File: src/csr_pkg.sv
/*
 * constants for the core special-function register block: data-memory
 * addresses, field positions, reset values and operation codes.
 * assumes the core's execute stage drives one data-memory access per cycle.
 */
package csr_pkg;

  // ************************************************************
  // data-memory addresses of the special registers
  // ************************************************************
  localparam logic [7:0] CSR_ADDR_IND0   = 8'h00;
  localparam logic [7:0] CSR_ADDR_PTR0   = 8'h01;
  localparam logic [7:0] CSR_ADDR_IND1   = 8'h02;
  localparam logic [7:0] CSR_ADDR_PTR1   = 8'h03;
  localparam logic [7:0] CSR_ADDR_BANK   = 8'h04;
  localparam logic [7:0] CSR_ADDR_WORK   = 8'h05;
  localparam logic [7:0] CSR_ADDR_PCL    = 8'h06;
  localparam logic [7:0] CSR_ADDR_TBLO   = 8'h07;
  localparam logic [7:0] CSR_ADDR_TBHL   = 8'h08;
  localparam logic [7:0] CSR_ADDR_FLAGS  = 8'h0A;
  localparam logic [7:0] CSR_ADDR_TBHI   = 8'h0C;

  // ************************************************************
  // field positions and reset values
  // ************************************************************
  localparam int         CSR_BIT_BANK    = 0;
  localparam int         CSR_BIT_CARRY   = 0;
  localparam int         CSR_BIT_NIBBLE  = 1;
  localparam int         CSR_BIT_NULL    = 2;
  localparam int         CSR_BIT_WRAP    = 3;
  localparam int         CSR_BIT_SLEEP   = 4;
  localparam int         CSR_BIT_WDOG    = 5;
  localparam logic [7:0] CSR_RST_BANK    = 8'h00;
  localparam logic [3:0] CSR_RST_ARITH   = 4'h0;
  localparam logic [7:0] CSR_RST_BYTE    = 8'h00;
  localparam int         CSR_PC_WIDTH    = 13;
  localparam int         CSR_DUMMY_CYC   = 1;

  // ************************************************************
  // alu operation codes and flag update selection
  // ************************************************************
  typedef enum logic [2:0] {
    CSR_OP_NONE  = 3'b000,
    CSR_OP_ADD   = 3'b001,
    CSR_OP_SUB   = 3'b010,
    CSR_OP_LOGIC = 3'b011,
    CSR_OP_RLC   = 3'b100,
    CSR_OP_RRC   = 3'b101
  } csr_op_t;

endpackage : csr_pkg

File: src/csr_core.sv
/*
 * core special-function registers: bank select, work register, pc low
 * write redirection, table pointers and latch, status flags.
 * assumes the execute stage presents one access per cycle on the same clock,
 * and that a watchdog reset raised from sleep holds i_wake_rst high with i_rst_b.
 */
`timescale 1ns/1ps
module csr_core
  import csr_pkg::*;
#(
  parameter int PC_W = CSR_PC_WIDTH
) (
  input  wire logic            i_mclk,        // system clock
  input  wire logic            i_rst_b,       // power-on reset, active low
  input  wire logic            i_wake_rst,    // watchdog reset in sleep
  input  wire logic            i_wr,          // data-memory write strobe
  input  wire logic            i_rd,          // data-memory read strobe
  input  wire logic [7:0]      i_addr,        // data-memory address
  input  wire logic [7:0]      i_wdata,       // write data
  input  wire logic            i_alu_valid,   // alu result strobe
  input  wire csr_op_t         i_alu_op,      // alu operation kind
  input  wire logic [7:0]      i_alu_a,       // operand a
  input  wire logic [7:0]      i_alu_b,       // operand b
  input  wire logic            i_alu_to_work, // result goes to work reg
  input  wire logic            i_tbl_rd,      // table read strobe
  input  wire logic [15:0]     i_tbl_word,    // fetched program word
  input  wire logic            i_wdt_expire,  // watchdog timed out
  input  wire logic            i_kick,        // dog_kick_instr executed
  input  wire logic            i_sleep,       // sleep instruction executed
  input  wire logic            i_pc_step,     // pc advance
  output logic      [7:0]      o_rdata,       // read data
  output logic      [7:0]      o_work,        // work_register
  output logic      [PC_W-1:0] o_pc,          // program counter
  output logic      [15:0]     o_tbl_addr,    // table read address
  output logic                 o_stall,       // dummy cycle insert
  output logic      [7:0]      o_bank_sel     // bank used by pointer one
);

  // ************************************************************
  // state
  // ************************************************************
  logic            bank_choice_bit_q;
  logic [7:0]      work_register_q;
  logic [PC_W-1:0] pc_q;
  logic [7:0]      table_ptr_low_q;
  logic [7:0]      table_ptr_high_q;
  logic [7:0]      table_high_latch_q;
  logic            watchdog_expiry_flag_q;
  logic            sleep_entered_flag_q;
  logic [3:0]      arith_q;
  logic            stall_q;
  logic [7:0]      rdata_q;

  // ************************************************************
  // decode
  // ************************************************************
  wire logic       wr_bank  = i_wr && (i_addr == CSR_ADDR_BANK);
  wire logic       wr_work  = i_wr && (i_addr == CSR_ADDR_WORK);
  wire logic       wr_pcl   = i_wr && (i_addr == CSR_ADDR_PCL);
  wire logic       wr_tblo  = i_wr && (i_addr == CSR_ADDR_TBLO);
  wire logic       wr_tbhi  = i_wr && (i_addr == CSR_ADDR_TBHI);
  wire logic       wr_tbhl  = i_wr && (i_addr == CSR_ADDR_TBHL);
  wire logic       wr_flags = i_wr && (i_addr == CSR_ADDR_FLAGS);

  // ************************************************************
  // alu flag evaluation
  // ************************************************************
  wire logic [8:0] sum9     = {1'b0, i_alu_a} + {1'b0, i_alu_b};
  wire logic [8:0] dif9     = {1'b0, i_alu_a} + {1'b0, ~i_alu_b} + 9'h001;
  wire logic [4:0] nsum     = {1'b0, i_alu_a[3:0]} + {1'b0, i_alu_b[3:0]};
  wire logic [4:0] ndif     = {1'b0, i_alu_a[3:0]} + {1'b0, ~i_alu_b[3:0]} + 5'h01;
  wire logic [7:0] add_msb  = {1'b0, i_alu_a[6:0]} + {1'b0, i_alu_b[6:0]};
  wire logic [7:0] sub_msb  = {1'b0, i_alu_a[6:0]} + {1'b0, ~i_alu_b[6:0]} + 8'h01;
  wire logic       is_add   = (i_alu_op == CSR_OP_ADD);
  wire logic       is_sub   = (i_alu_op == CSR_OP_SUB);
  wire logic       is_arith = is_add || is_sub;
  wire logic       is_rot   = (i_alu_op == CSR_OP_RLC) || (i_alu_op == CSR_OP_RRC);
  wire logic [7:0] rot_res  = (i_alu_op == CSR_OP_RLC) ?
                              {i_alu_a[6:0], arith_q[CSR_BIT_CARRY]} :
                              {arith_q[CSR_BIT_CARRY], i_alu_a[7:1]};
  wire logic       rot_out  = (i_alu_op == CSR_OP_RLC) ? i_alu_a[7] : i_alu_a[0];
  wire logic [7:0] logic_res = i_alu_a & i_alu_b;
  // carry set on add carry-out, and on subtract with no borrow
  wire logic       cy_out   = is_add ? sum9[8] : dif9[8];
  wire logic       cy_in7   = is_add ? add_msb[7] : sub_msb[7];
  wire logic [7:0] res      = is_add ? sum9[7:0] :
                              is_sub ? dif9[7:0] :
                              is_rot ? rot_res : logic_res;
  wire logic       alu_go   = i_alu_valid && (i_alu_op != CSR_OP_NONE);

  logic [3:0] arith_d;
  always_comb begin
    arith_d = arith_q;
    if (wr_flags) begin
      arith_d = i_wdata[3:0];
    end
    if (alu_go) begin
      if (is_arith) begin
        arith_d[CSR_BIT_WRAP]   = cy_in7 ^ cy_out;
        arith_d[CSR_BIT_NIBBLE] = is_add ? nsum[4] : ndif[4];
        arith_d[CSR_BIT_CARRY]  = cy_out;
      end
      if (is_rot) begin
        arith_d[CSR_BIT_CARRY]  = rot_out;
      end else begin
        arith_d[CSR_BIT_NULL]   = (res == CSR_RST_BYTE);
      end
    end
  end

  // ************************************************************
  // registers
  // ************************************************************
  // a reset raised by the watchdog from sleep leaves the bank as it was
  always_ff @(posedge i_mclk) begin
    if (!i_rst_b) begin
      if (!i_wake_rst) begin
        bank_choice_bit_q <= CSR_RST_BANK[CSR_BIT_BANK];
      end
    end else if (wr_bank) begin
      bank_choice_bit_q <= i_wdata[CSR_BIT_BANK];
    end
  end

  always_ff @(posedge i_mclk) begin
    if (!i_rst_b) begin
      work_register_q <= CSR_RST_BYTE;
    end else if (alu_go && i_alu_to_work) begin
      work_register_q <= res;
    end else if (wr_work) begin
      work_register_q <= i_wdata;
    end
  end

  always_ff @(posedge i_mclk) begin
    if (!i_rst_b) begin
      pc_q    <= '0;
      stall_q <= 1'b0;
    end else if (wr_pcl) begin
      pc_q    <= {pc_q[PC_W-1:8], i_wdata};
      stall_q <= 1'b1;
    end else begin
      stall_q <= 1'b0;
      if (i_pc_step && !stall_q) begin
        pc_q <= pc_q + PC_W'(1);
      end
    end
  end

  always_ff @(posedge i_mclk) begin
    if (!i_rst_b) begin
      table_ptr_low_q    <= CSR_RST_BYTE;
      table_ptr_high_q   <= CSR_RST_BYTE;
      table_high_latch_q <= CSR_RST_BYTE;
    end else begin
      if (wr_tblo) begin
        table_ptr_low_q <= i_wdata;
      end
      if (wr_tbhi) begin
        table_ptr_high_q <= i_wdata;
      end
      if (i_tbl_rd) begin
        table_high_latch_q <= i_tbl_word[15:8];
      end else if (wr_tbhl) begin
        table_high_latch_q <= i_wdata;
      end
    end
  end

  // power-up clears both system flags; set wins over clear for timeout
  always_ff @(posedge i_mclk) begin
    if (!i_rst_b) begin
      watchdog_expiry_flag_q <= 1'b0;
      sleep_entered_flag_q   <= 1'b0;
      arith_q                <= CSR_RST_ARITH;
    end else begin
      if (i_wdt_expire) begin
        watchdog_expiry_flag_q <= 1'b1;
      end else if (i_kick || i_sleep) begin
        watchdog_expiry_flag_q <= 1'b0;
      end
      if (i_sleep) begin
        sleep_entered_flag_q <= 1'b1;
      end else if (i_kick) begin
        sleep_entered_flag_q <= 1'b0;
      end
      arith_q <= arith_d;
    end
  end

  // ************************************************************
  // read-back
  // ************************************************************
  // no stack path exists for the flags; calls leave them alone
  logic [7:0] rd_mux;
  always_comb begin
    case (i_addr)
      CSR_ADDR_BANK:  rd_mux = {7'h00, bank_choice_bit_q};
      CSR_ADDR_WORK:  rd_mux = work_register_q;
      CSR_ADDR_PCL:   rd_mux = pc_q[7:0];
      CSR_ADDR_TBLO:  rd_mux = table_ptr_low_q;
      CSR_ADDR_TBHI:  rd_mux = table_ptr_high_q;
      CSR_ADDR_TBHL:  rd_mux = table_high_latch_q;
      CSR_ADDR_FLAGS: rd_mux = {2'b00, watchdog_expiry_flag_q,
                                sleep_entered_flag_q, arith_q};
      default:        rd_mux = CSR_RST_BYTE;
    endcase
  end

  always_ff @(posedge i_mclk) begin
    if (!i_rst_b) begin
      rdata_q <= CSR_RST_BYTE;
    end else if (i_rd) begin
      rdata_q <= rd_mux;
    end
  end

  // ************************************************************
  // outputs
  // ************************************************************
  assign o_rdata    = rdata_q;
  assign o_work     = work_register_q;
  assign o_pc       = pc_q;
  assign o_tbl_addr = {table_ptr_high_q, table_ptr_low_q};
  assign o_stall    = stall_q;
  // direct and pointer-zero accesses always use bank 0
  assign o_bank_sel = {7'h00, bank_choice_bit_q};

endmodule : csr_core

File: config.mk
export PLATFORM = sky130hd
export DESIGN_NAME = csr_core
export DESIGN_NICKNAME = d
export VERILOG_FILES = /design/src/csr_pkg.sv /design/src/csr_core.sv
export SDC_FILE = /design/constraint.sdc
export NUM_CORES = 1
export LEC_CHECK = 0
export ABC_AREA = 1
export ABC_CLOCK_PERIOD_IN_PS = 4350
export BUFFER_PORTS_ARGS = -buffer_cell sky130_fd_sc_hd__buf_2
export CORE_MARGIN = 1
export CORE_UTILIZATION = 50
export DETAILED_ROUTE_END_ITERATION = 10
export HOLD_SLACK_MARGIN = 0.06
export PLACE_DENSITY = 0.75
export SYNTH_ARGS = -nofsm -noshare
export SYNTH_HDL_FRONTEND = slang
export SYNTH_SLANG_ARGS = --single-unit
File: constraint.sdc
create_clock -name i_mclk -period 4.35 [get_ports i_mclk]
set_input_delay 1.305 -clock i_mclk [delete_from_list [all_inputs] [get_ports i_mclk]]
set_output_delay 1.305 -clock i_mclk [all_outputs]
set_load 0.005 [all_outputs]
Yosys cells after proc, flatten, opt, wreduce, memory -nomap -nowiden:

Index checks and enable logic that the tools add are counted.

* bits in registers: 61
* bits in latches: 0
* RAM bits: 0
* ROM bits: 0
* bits of input ports: 63
* output and inout port bits: 54
* logic and storage cells: 93
* memories kept: 0

* $add $sub $neg: 10
* multiply operators: 0
* divide/modulo/power cells: 0
* order comparisons: 0
* eq/ne operators: 13
* shifts and indexed selects: 0
* muxes and demuxes: 29
* bitwise logic cells: 6
* reduce and logical (&&, ||, !) cells: 23

Operators by type and width (count)
* $mux 8: 10
* $pmux 8 s7: 1
* $eq 8x3->1 const B: 4
* $eq 8x4->1 const B: 3
* $add 8x8->9: 2
* $add 7x7->8: 2
* $mux 1: 15
* $add 13x1->13 const B: 1
* $add 4x4->5: 2
* $logic_and 1x1->1: 10
* $reduce_bool 2->1: 5
* $add 9x1->9 const B: 1
* $add 8x1->8 const B: 1
* $and 8x8->8: 1
* $logic_not 8->1: 1
* $mux 4: 2
* $not 8->8: 1
* $not 7->7: 1
* $eq 3x3->1 const B: 2
* $add 5x1->5 const B: 1
* $not 4->4: 1
* $reduce_and 2->1: 2
* $eq 3x1->1 const B: 1
* $eq 3x2->1 const B: 1
* 8 further kinds: 10

Longest topological paths before layout:

Gate-level depths: netlist of the first run.

* depth in word-level cells: 8
* depth in mapped cells: 16
* mapped depth without buffers: 16

Least setup slack after synthesis of the first run:

Ideal clock, no wire load.

* path type: in2reg
* from: in i_alu_a[0]
* to: reg arith_q[3]
* setup time: 0.111 ns
* arrival time: 2.729 ns
* required time: 4.239 ns
* path slack: 1.509 ns
* stages: 15
* path buffers: 0
* cell sequence: inv_1 > ha_1 > fa_1 > inv_1 > nand2_1 > nand2_1 > nand3b_1 > nand2_1 > nand2_1 > a21oi_1 > o21ai_1 > nand2_1 > nand2_1 > nor2_1 > nor2_1

* longest elaborated chain between the ends: 6
* elaborated cells between the ends (all ways): 11
* classes of those cells: add/sub: 6; mux: 4; bitwise: 1

RTL lines
* from (decl): RTL line csr_core.sv:22 `input wire logic [7:0] i_alu_a,`
* $add 8x8->9 / $add 7x7->8 (equally long branches): RTL line csr_core.sv:69, csr_core.sv:73
* $add 9x1->9 / $add 8x1->8 (equally long branches): RTL line csr_core.sv:69, csr_core.sv:73
* $mux 1 (on tied branches): RTL line csr_core.sv:84, csr_core.sv:85
* $xor 1x1->1 (*): RTL line csr_core.sv:99 `arith_d[CSR_BIT_WRAP] = cy_in7 ^ cy_out;`
* $mux 1 (*): RTL line csr_core.sv:98 `if (is_arith) begin`
* $mux 4 (*): RTL line csr_core.sv:97 `if (alu_go) begin`
* to (signal assigned): RTL line csr_core.sv:187 `arith_q <= arith_d;`
* to (decl): RTL line csr_core.sv:50 `logic [3:0] arith_q;`

Every way passes the cells marked *; elsewhere a longest branch is shown, timed or not.
A chain may end at the register's enable or synchronous reset.

Final worst setup path of the first run:

* from: in i_alu_a[0]
* to: reg arith_q[2]

* longest elaborated chain between the ends: 7
* elaborated cells between the ends (all ways): 11
* classes of those cells: add/sub: 3; mux: 6; bitwise: 1; reduce/logical: 1

RTL lines
* $add 8x8->9, or another cell as far along: RTL line csr_core.sv:69 `wire logic [8:0] dif9 = {1'b0, i_alu_a} + {1'b0, ~i_alu_b} + 9'h001;`
* $add 9x1->9 / $mux 8 (equally long branches): RTL line csr_core.sv:69, csr_core.sv:88
* $mux 8: RTL line csr_core.sv:87 `is_sub ? dif9[7:0] :`
* $mux 8 (*): RTL line csr_core.sv:86 `wire logic [7:0] res = is_add ? sum9[7:0] :`
* $logic_not 8->1 (*): RTL line csr_core.sv:106 `arith_d[CSR_BIT_NULL] = (res == CSR_RST_BYTE);`
* $mux 1 (*): RTL line csr_core.sv:103 `if (is_rot) begin`
* $mux 4 (*): RTL line csr_core.sv:97

Marked as above.

==> run summary, run 1 <==
Vias: 4919
drt drc: 0
crit path from: i_alu_a[0]
YS warnings: 0
Final setup viols: 0
CTS max path bufs: 2
pwr dens: 271 mW/mm^2
dominant cells by area after synthesis: dfxtp_1 (28%), nand2_1 (15%), inv_1 (8.6%)
PortBufs: 101
vias in the first global route: 4416
WL final: 13500 um
share of the synthesized area in the top cell type: 0.277
die area: 0.00906 sq mm
Post-synth ARST share: 0
Min-Delay Path Class: register to register
clock latency on the worst-skew pair: 0.35 ns
final hold vios: 0
R2R Path Start: o_stall
die width: 95.2 um
global-route usage over all layers: 0.310
CTS tree: yes
critical setup path kind: primary input to register
critical path arrival: 3.19 ns
post-CTS setup buffer count: 0
initial antenna violation count: 0
most area-hungry cell type in the Yosys netlist: dfxtp_1
Max rail drop VDD: 0.000177 V
number of CTS-inserted buffers: 9
most frequent cells in the layout: nand2_1 (174), buf_2 (101), inv_1 (100), nand3_1 (69), dfxtp_1 (60)
root buffer cell: clkbuf_8
DRT Pass-1 Iters: 7
max_cap viols: 0
grt total ovfl: 0
Final Total Pwr: 1.37 mW
max-slew violation count: 0
EDFF count, synth: 1
H-tree levels: 3
Final Skew: 0.00642 ns
largest net degree at the start of global routing: 35
DRT iter0 DRCs: 414
global-route wire length before repair: 21300 um
post-route ant nets: 0
post-synthesis sequential area ratio: 0.284
clock-pin slew on the worst setup and hold paths: 0.07 ns
cts hold-fix bufs: 0
post_cts resized: 0
outcome: finished clean
Worst R2R Path Depth: 7
layout filler cell count: 835
Layout area overhead: 16.4%
startpoint types: primary input
Clock Sinks: 61
Fmax achieved: 344 MHz
vias per cell: 5.58
Worst R2R Setup Slack: 2.59 ns
RePlAce Congestion: 0.961
Placed Instances: 866
Cell Area, Synth: 0.00434 sq mm
Least-Margin Pin Slew: 1.02 ns
minimum clock period: 2.91 ns
fin nets: 854
DP Wirelength: 10400 um
Post-Layout Cell Count: 882
Pleak: 2.54 nW
Netlist cell types: 46
Setup TNS Final: 0 ns
Initial Util: 0.523
FF+latch count, synth: 61
Antenna Cells: 0
Die Span Y: 95.2 um
WL per Instance: 15.3 um
worst flop-to-flop path endpoint: o_pc[12]
commonest non-fill, non-tap cell in the layout: nand2_1
Top Ports: 117
unrepaired setup endpoints after global routing: no
slew margin rel.: 0.320
Gate Count Post-Synth: 677
Placeable Area: 0.00830 sq mm
Core Rows: 33
maximum fanout along the worst path: 3
Main synth FF type: dfxtp_1
CP Capture Type: register
period utilization: 0.668
Critical Path End: arith_q[2]
WP data required: 4.63 ns
fraction of layout cells with a size suffix above 1: 0.192
Mean Syn Cell Area: 6.41 sq um
==> worst min-delay path by stage <==
stage / from / to / slack (ns) / depth (start not counted)
CTS: o_rdata[7] / o_rdata[7] / 0.47 / 2
detailed placement: o_rdata[7] / o_rdata[7] / 0.46 / 2
global route: o_rdata[4] / o_rdata[4] / 0.49 / 2
finish: o_rdata[7] / o_rdata[7] / 0.46 / 2
global placement: o_rdata[2] / o_rdata[2] / 0.45 / 2
floorplan: sleep_entered_flag_q / sleep_entered_flag_q / 0.44 / 2
==> Yosys cell counts (3+ instances only) <==
cell and instances:
dfxtp_1 60, clkbuf_1 7, nand3_2 7, nor2_1 38, a31oi_1 15, ha_1 17
nand3_1 69, nand4_1 11, xor2_1 6, nor3b_1 3, nand2_2 3, nand2_1 174
o21ai_1 6, buf_4 11, o22ai_1 6, nor2_2 3, o211ai_1 4, o21ai_0 43
inv_2 8, nor3_1 5, a21oi_1 44, o2111ai_1 3, inv_1 100, buf_2 4
==> cells by family (layout without fill, tap and decap cells) <==
| family | after synthesis | count (layout) | synth area share |
|---|---|---|---|
| compound gates | 134 | 134 | 0.178 |
| simple gates | 322 | 322 | 0.337 |
| buf+inv | 134 | 228 | 0.130 |
| xor+xnor | 6 | 6 | 0.0121 |
| other cells | 1 | 7 | 0.000864 |
| flops | 61 | 61 | 0.284 |
| fa+ha+maj | 19 | 19 | 0.0582 |
==> where the power goes <==
group	total, mW	switching [mW]	internal, mW
clock	0.503	0.236	0.267
combinational	0.278	0.183	0.0947
sequential	0.587	0.0125	0.575
==> state kept, by name (all words and copies together), names as in the netlist <==
register	flops
o_stall	1
bank_choice_bit_q	1
arith_q	4
sleep_entered_flag_q	1
o_work	8
table_ptr_high_q	8
table_high_latch_q	8
o_rdata	8
watchdog_expiry_flag_q	1
o_pc	13
table_ptr_low_q	8
==> worst max-delay path, stage by stage <==
cell and delay [ns]:
buf_2 0.10, inv_1 0.09, ha_1 0.24, fa_1 0.39, inv_1 0.07, nand2_1 0.06
nand2_1 0.14, nand3b_1 0.12, nand2_1 0.07, nand2_1 0.06, nand3_1 0.07, nand2_1 0.08
nand2_1 0.07, nand2_1 0.05, inv_1 0.04, nand3_1 0.09, a21oi_2 0.12
==> routing by layer <==
metal / track usage / up-vias / share of wire / wire length (um)
li1: - / 2404 / - / -
met1: 0.442 / 2235 / 0.44 / 5920
met2: 0.470 / 255 / 0.44 / 5970
met3: 0.0654 / 25 / 0.099 / 1330
met4: 0.0846 / 0 / 0.018 / 240
met5: 0 / - / 0 / 0
==> layout make-up <==
cell class / instances / area, sq um / share of cell area
well taps: 105 / 131 / 0.0260
clock inverters: 5 / 60.1 / 0.0119
clock buffers: 11 / 131 / 0.0260
flip-flops and latches: 61 / 1230 / 0.244
multi-input cells: 488 / 2570 / 0.508
inverters: 109 / 409 / 0.0810
repair buffers: 103 / 520 / 0.103
==> per-stage QoR <==
| step | cell area (sq um) | hold WS [ns] | setup slack (ns) | util |
|---|---|---|---|---|
| final | 5050 | 0.463 | 1.44 | 0.609 |
| after global routing | 5050 | 0.486 | 1.26 | 0.609 |
| after CTS | 5050 | 0.466 | 1.47 | 0.609 |
| after detailed placement | 4860 | 0.455 | 1.11 | 0.586 |
| after global placement | 4860 | 0.454 | 1.16 | 0.586 |
| after floorplan | 4360 | 0.439 | 1.51 | - |
No activity file was read; power rests on OpenSTA's default activity.
==> run 2, diff against run 1 <==
--- a/config.mk
+++ b/config.mk
@@ -6,7 +6,7 @@
 export NUM_CORES = 1
 export LEC_CHECK = 0
 export ABC_AREA = 1
-export ABC_CLOCK_PERIOD_IN_PS = 4350
+export ABC_CLOCK_PERIOD_IN_PS = 2900
 export BUFFER_PORTS_ARGS = -buffer_cell sky130_fd_sc_hd__buf_2
 export CORE_MARGIN = 1
 export CORE_UTILIZATION = 50
==> constraint.sdc (replaced) <==
create_clock -name i_mclk -period 2.9 [get_ports i_mclk]
set_input_delay 0.87 -clock i_mclk [delete_from_list [all_inputs] [get_ports i_mclk]]
set_output_delay 0.87 -clock i_mclk [all_outputs]
set_load 0.005 [all_outputs]
==> run 2 against run 1 <==
Non-clock buffer count increased by 5. Cell count increased by 0.57%. Worst setup slack got worse by 1.0 ns. Design area increased by 0.89%. Sequential power increased by 50%. Routed wire length decreased by 1.2%. Count of clock-buffer cells in the layout decreased by 2. Via count decreased by 0.33%.
==> run summary, run 2 (synthesis gave the netlist of run 1 again) <==
clock latency on the worst-skew pair: 0.35 ns (about the same)
fin nets: 859 (+0.59%)
cts hold-fix bufs: 0 (unchanged)
DRT Pass-1 Iters: 6 (-1)
clock-pin slew on the worst setup and hold paths: 0.07 ns (about the same)
Core Rows: 33 (unchanged)
largest net degree at the start of global routing: 23 (-34%)
GRT met3 Usage: 0.0638 (-0.00159)
Layout area overhead: 17.4%
PnR worst setup slack: 0.444 ns (-0.998 ns)
Sw Ratio: 0.322 (+0.00650)
die width: 95.2 um (unchanged)
grt total ovfl: 0 (unchanged)
Worst R2R Setup Slack: 1.21 ns (-1.38 ns)
CTS max path bufs: 2 (unchanged)
PortBufs: 101 (unchanged)
P_sw: 0.668 mW (+55%)
period utilization: 0.847
WL final: 13300 um (-1.2%)
Max rail drop VDD: 0.000361 V (+100%)
Clk network pwr share: 0.373 (+0.006)
Clock Sinks: 61 (unchanged)
Setup TNS Final: 0 ns (unchanged)
critical setup path kind: primary input to register
DRT iter0 DRCs: 317 (-23%)
drt drc: 0 (unchanged)
Pleak: 2.57 nW (+1.3%)
H-tree levels: 3 (unchanged)
Cell Int Power: 1.41 mW (+50%)
post-CTS setup buffer count: 0 (unchanged)
die area: 0.00906 sq mm (unchanged)
minimum clock period: 2.46 ns
vias per cell: 5.53 (-0.89%)
CP Capture Type: register
fraction of layout cells with a size suffix above 1: 0.199 (+0.00773)
Min-Delay Path Class: register to register
CTS tree: yes
Initial Util: 0.523 (unchanged)
dpl ws: 0.131 ns (-0.978 ns)
global-route usage over all layers: 0.301 (-0.00950)
commonest non-fill, non-tap cell in the layout: nand2_1
max-slew violation count: 0 (unchanged)
unrepaired setup endpoints after global routing: no
WP data required: 3.19 ns (-1.44 ns)
Placeable Area: 0.00830 sq mm (unchanged)
slew margin rel.: 0.660 (+0.340)
startpoint types: primary input
Vias: 4903 (-0.33%)
Final Skew: 0.00781 ns (+0.00139 ns)
critical path arrival: 2.75 ns (-0.44 ns)
vias in the first global route: 4314 (-2.3%)
number of CTS-inserted buffers: 9 (unchanged)
post_cts resized: 0 (unchanged)
RePlAce Congestion: 0.938 (-2.4%)
Top Ports: 117 (unchanged)
pwr dens: 407 mW/mm^2 (+50%)
grt peak-use layer: met2
met1 Track Usage GR: 0.428 (-0.0146)
maximum fanout along the worst path: 3 (unchanged)
max reg flops: 13 (unchanged)
Fmax achieved: 407 MHz
global-route track usage on met2: 0.452 (-0.0179)
sequential fraction of design power: 0.425 (-0.004)
WL per Instance: 15.0 um (-1.7%)
max_cap viols: 0 (unchanged)
Least-Margin Pin Slew: 0.508 ns (-0.510 ns)
root buffer cell: clkbuf_8
post-route ant nets: 0 (unchanged)
initial antenna violation count: 0 (unchanged)
Antenna Cells: 0 (unchanged)
DP Wirelength: 10500 um (+0.49%)
Final setup viols: 0 (unchanged)
outcome: finished clean
global-route wire length before repair: 20700 um (-2.8%)
Die Span Y: 95.2 um (unchanged)
final hold vios: 0 (unchanged)
most frequent cells in the layout: nand2_1 (174), buf_2 (101), inv_1 (100), nand3_1 (69), dfxtp_1 (60)
Comb power frac: 0.202 (about the same)
## run 2: cell types whose count changed in the layout (fill, tap and decap cells not counted)
cell,before,now
clkinv_4,1,3
clkinv_2,1,2
clkbuf_1,2,0
buf_4,2,7
clkinvlp_4,1,0
## run 2: layer usage
layer	vias up	wire length (um)
met4	0	278
met5	-	0
li1	2422	-
met2	250	5680
met1	2206	6100
met3	25	1240
## run 2: metrics by stage
stage	cells	total power [mW]	cell area (sq um)	hold WS (ns)	util
after floorplan	683	1.17	4360	0.439	-
after global placement	871	1.30	4900	0.455	0.590
after detailed placement	871	1.31	4900	0.458	0.590
after CTS	887	2.07	5100	0.469	0.614
after global routing	887	2.17	5100	0.492	0.614
final	887	2.08	5100	0.467	0.614
## run 2: final timing paths
path / cells past startpoint / from / to
max: 17 / i_alu_a[0] / arith_q[2]
min: 2 / o_rdata[5] / o_rdata[5]
max reg2reg: 9 / o_pc[3] / o_pc[11]
min reg2reg: 2 / o_rdata[5] / o_rdata[5]
## run 2: worst max-delay path, cell delays in order
cell and delay [ns]:
buf_2 0.10, inv_1 0.08, ha_1 0.23, fa_1 0.39, inv_1 0.06, nand2_1 0.06
nand2_1 0.14, nand3b_1 0.13, nand2_1 0.07, nand2_1 0.06, nand3_1 0.07, nand2_1 0.07
nand2_1 0.07, nand2_1 0.05, inv_1 0.05, nand3_1 0.10, a21oi_2 0.13
## run 2: area by class of cell
class / count / area, sq um
Multi-Input combinational cell: 488 / 2570
Timing Repair Buffer: 108 / 558
Tap cell: 105 / 131
Inverter: 109 / 409
Clock inverter: 7 / 75.1
Clock buffer: 9 / 124
Sequential cell: 61 / 1230
Fill cell: 796 / 3200
## run 2: power by group through the flow
stage | clock network (mW) | registers, mW | logic [mW]
6_report | 0.775 | 0.882 | 0.418
5_1_grt | 0.821 | 0.884 | 0.468
4_1_cts | 0.781 | 0.881 | 0.411
3_5_place_dp | 0 | 0.900 | 0.409
3_3_place_gp | 0 | 0.900 | 0.399
2_1_floorplan | 0 | 0.894 | 0.280
==> run 3, diff against run 2 <==
--- a/config.mk
+++ b/config.mk
@@ -6,10 +6,10 @@
 export NUM_CORES = 1
 export LEC_CHECK = 0
 export ABC_AREA = 1
-export ABC_CLOCK_PERIOD_IN_PS = 2900
+export ABC_CLOCK_PERIOD_IN_PS = 2100
 export BUFFER_PORTS_ARGS = -buffer_cell sky130_fd_sc_hd__buf_2
 export CORE_MARGIN = 1
-export CORE_UTILIZATION = 50
+export CORE_UTILIZATION = 48
 export DETAILED_ROUTE_END_ITERATION = 10
 export HOLD_SLACK_MARGIN = 0.06
 export PLACE_DENSITY = 0.75
==> constraint.sdc (replaced) <==
create_clock -name i_mclk -period 2.1 [get_ports i_mclk]
set_input_delay 0.63 -clock i_mclk [delete_from_list [all_inputs] [get_ports i_mclk]]
set_output_delay 0.63 -clock i_mclk [all_outputs]
set_load 0.005 [all_outputs]
==> run 3 against run 2 <==
Combinational power up 69%. Die area increased by 4.1%. Hold slack better by 0.0018 ns.
==> run summary, run 3 (synthesis gave the netlist of run 1 again) <==
outcome: finished clean
Fmax achieved: 506 MHz
number of CTS-inserted buffers: 9 (unchanged)
unrepaired setup endpoints after global routing: no
Slowest-stage cell, CP: fa_2
Min-Delay Path Class: register to register
H-tree levels: 3 (unchanged)
Final Total Pwr: 3.03 mW (+46%)
post-CTS setup buffer count: 0 (unchanged)
critical setup path kind: primary input to register
Max rail drop VDD: 0.000287 V (-20%)
critical path arrival: 2.23 ns (-0.52 ns)
Final setup viols: 0 (unchanged)
Vias: 5232 (+6.7%)
delay-heaviest family, CP: simple AND/OR/NAND/NOR gates
startpoint types: primary input
clock-pin slew on the worst setup and hold paths: 0.08 ns (about the same)
slew margin rel.: 0.639 (-0.0207)
max reg flops: 13 (unchanged)
post-route ant nets: 0 (unchanged)
Least-Margin Pin Slew: 0.539 ns (+0.0309 ns)
Pleak: 2.87 nW (+12%)
Worst R2R Path Depth: 9 (unchanged)
crit path from: i_alu_a[0]
DRT iter0 DRCs: 249 (-21%)
grt peak-use layer: met2
cell depth of the worst setup path: 16 (-1)
die width: 97.1 um (+2.0%)
WP data required: 2.36 ns (-0.83 ns)
final hold vios: 0 (unchanged)
Final Skew: 0.0127 ns (+0.00493 ns)
WL final: 13900 um (+4.7%)
global-route track usage on met2: 0.470 (+0.0179)
max-slew violation count: 0 (unchanged)
max_cap viols: 0 (unchanged)
Worst R2R Setup Slack: 0.38 ns (-0.83 ns)
WL per Instance: 14.6 um (-2.5%)
pwr dens: 538 mW/mm^2 (+32%)
root buffer cell: clkbuf_8
clock latency on the worst-skew pair: 0.35 ns (about the same)
Clock Sinks: 61 (unchanged)
global-route usage over all layers: 0.297 (-0.00341)
maximum fanout along the worst path: 3 (unchanged)
DP Wirelength: 11100 um (+6.2%)
CTS tree: yes
Critical Path End: arith_q[3]
Placeable Area: 0.00872 sq mm (+5.1%)
initial antenna violation count: 0 (unchanged)
Antenna Cells: 0 (unchanged)
CTS max path bufs: 2 (unchanged)
minimum clock period: 1.98 ns
drt drc: 0 (unchanged)
global-route wire length before repair: 22600 um (+9.0%)
most frequent cells in the layout: nand2_1 (172), buf_2 (101), inv_1 (99), buf_4 (69), nand3_1 (68)
Die Span Y: 97.1 um (+2.0%)
CP cell instances: buf_2 -> inv_2 -> ha_4 -> fa_2 -> inv_1 -> nand2_2 -> nand2_2 -> nand3b_1 -> nand2_1 -> nand2_1 -> a21oi_1 -> o21ai_1 -> nand2_1 -> nand2_1 -> nor2_1 -> nor2_1
Initial Util: 0.498 (-0.0253)
DRT Pass-1 Iters: 5 (-1)
Layout area overhead: 29.6%
Crit path top cell by count: nand2_1
fin nets: 922 (+7.3%)
commonest non-fill, non-tap cell in the layout: nand2_1
CP Capture Type: register
fraction of layout cells with a size suffix above 1: 0.270 (+0.0703)
worst flop-to-flop path endpoint: o_pc[11]
Crit path largest cell delay: 0.36 ns (-0.03 ns)
Hold WS: 0.469 ns (+0.00183 ns)
grt total ovfl: 0 (unchanged)
RePlAce Congestion: 0.950 (+1.3%)
R2R Path Start: o_pc[3]
die area: 0.00943 sq mm (+4.1%)
GRT met3 Usage: 0.0669 (+0.00311)
Core Rows: 34 (+3.0%)
Top Ports: 117 (unchanged)
vias in the first global route: 4849 (+12%)
largest net degree at the start of global routing: 23 (unchanged)
PortBufs: 101 (unchanged)
CP Buf/Inv Count: 3 (-1)
final cell utilization of the core: 0.645 (+0.0311)
vias per cell: 5.49 (-0.68%)
period utilization: 0.942
met1 Track Usage GR: 0.401 (-0.0268)
## run 3: stage by stage
stage | cell area, sq um | setup TNS (ns) | setup WS, ns | std cells
5_1_grt | 5630 | 0 | 0.00713 | 953
4_1_cts | 5600 | 0 | 0.0908 | 953
2_1_floorplan | 4370 | -0.0105 | -0.0105 | 683
3_5_place_dp | 5390 | -1.64 | -0.273 | 937
3_3_place_gp | 5390 | -1.28 | -0.235 | 937
6_report | 5630 | 0 | 0.122 | 953
## run 3: where the power goes
group / switching, mW / total, mW / internal, mW
sequential: 0.0266 / 1.22 / 1.19
combinational: 0.410 / 0.705 / 0.295
clock: 0.516 / 1.11 / 0.590
total: 0.953 / 3.03 / 2.08
## run 3: how the worst min path moves through the flow
stage	cells past startpoint	end	startpoint	slack (ns)
global placement	2	o_rdata[3]	o_rdata[3]	0.45
floorplan	2	sleep_entered_flag_q	sleep_entered_flag_q	0.44
finish	2	o_rdata[5]	o_rdata[5]	0.47
detailed placement	2	o_rdata[4]	o_rdata[4]	0.46
CTS	2	o_rdata[4]	o_rdata[4]	0.47
global route	2	table_ptr_low_q[2]	table_ptr_low_q[2]	0.49
## run 3: repair_timing
item / 4_1_cts / 5_1_grt
gates resized for setup: 0 / 8
hold buffers: 0 / 0
endpoints found under the hold margin: 0 / 0
endpoints found under the setup margin: 0 / 4
## run 3: cell type report
cell class | instances | area [sq um]
tap | 108 | 135
clock buffer | 10 | 138
fill | 795 | 3090
multi-input combinational | 488 | 2600
inverter | 109 | 409
clock inverter | 6 | 68.8
timing repair buffer | 171 | 1040
sequential | 61 | 1230
## run 3: per-layer routing
metal | part of all wire | vias up
met5 | 0 | -
met4 | 0.016 | 0
met3 | 0.094 | 28
met2 | 0.45 | 242
met1 | 0.44 | 2422
li1 | - | 2540
## run 3: worst reg2reg max path: stages, from the launching register on
cell     delay, ns
dfxtp_1       0.45
nand2_1       0.08
nor2_1        0.18
nand3_1       0.13
nor2_1        0.15
nand2_1       0.08
nor3_1        0.29
nand2_1       0.10
nor2_1        0.10
nor3_1        0.05
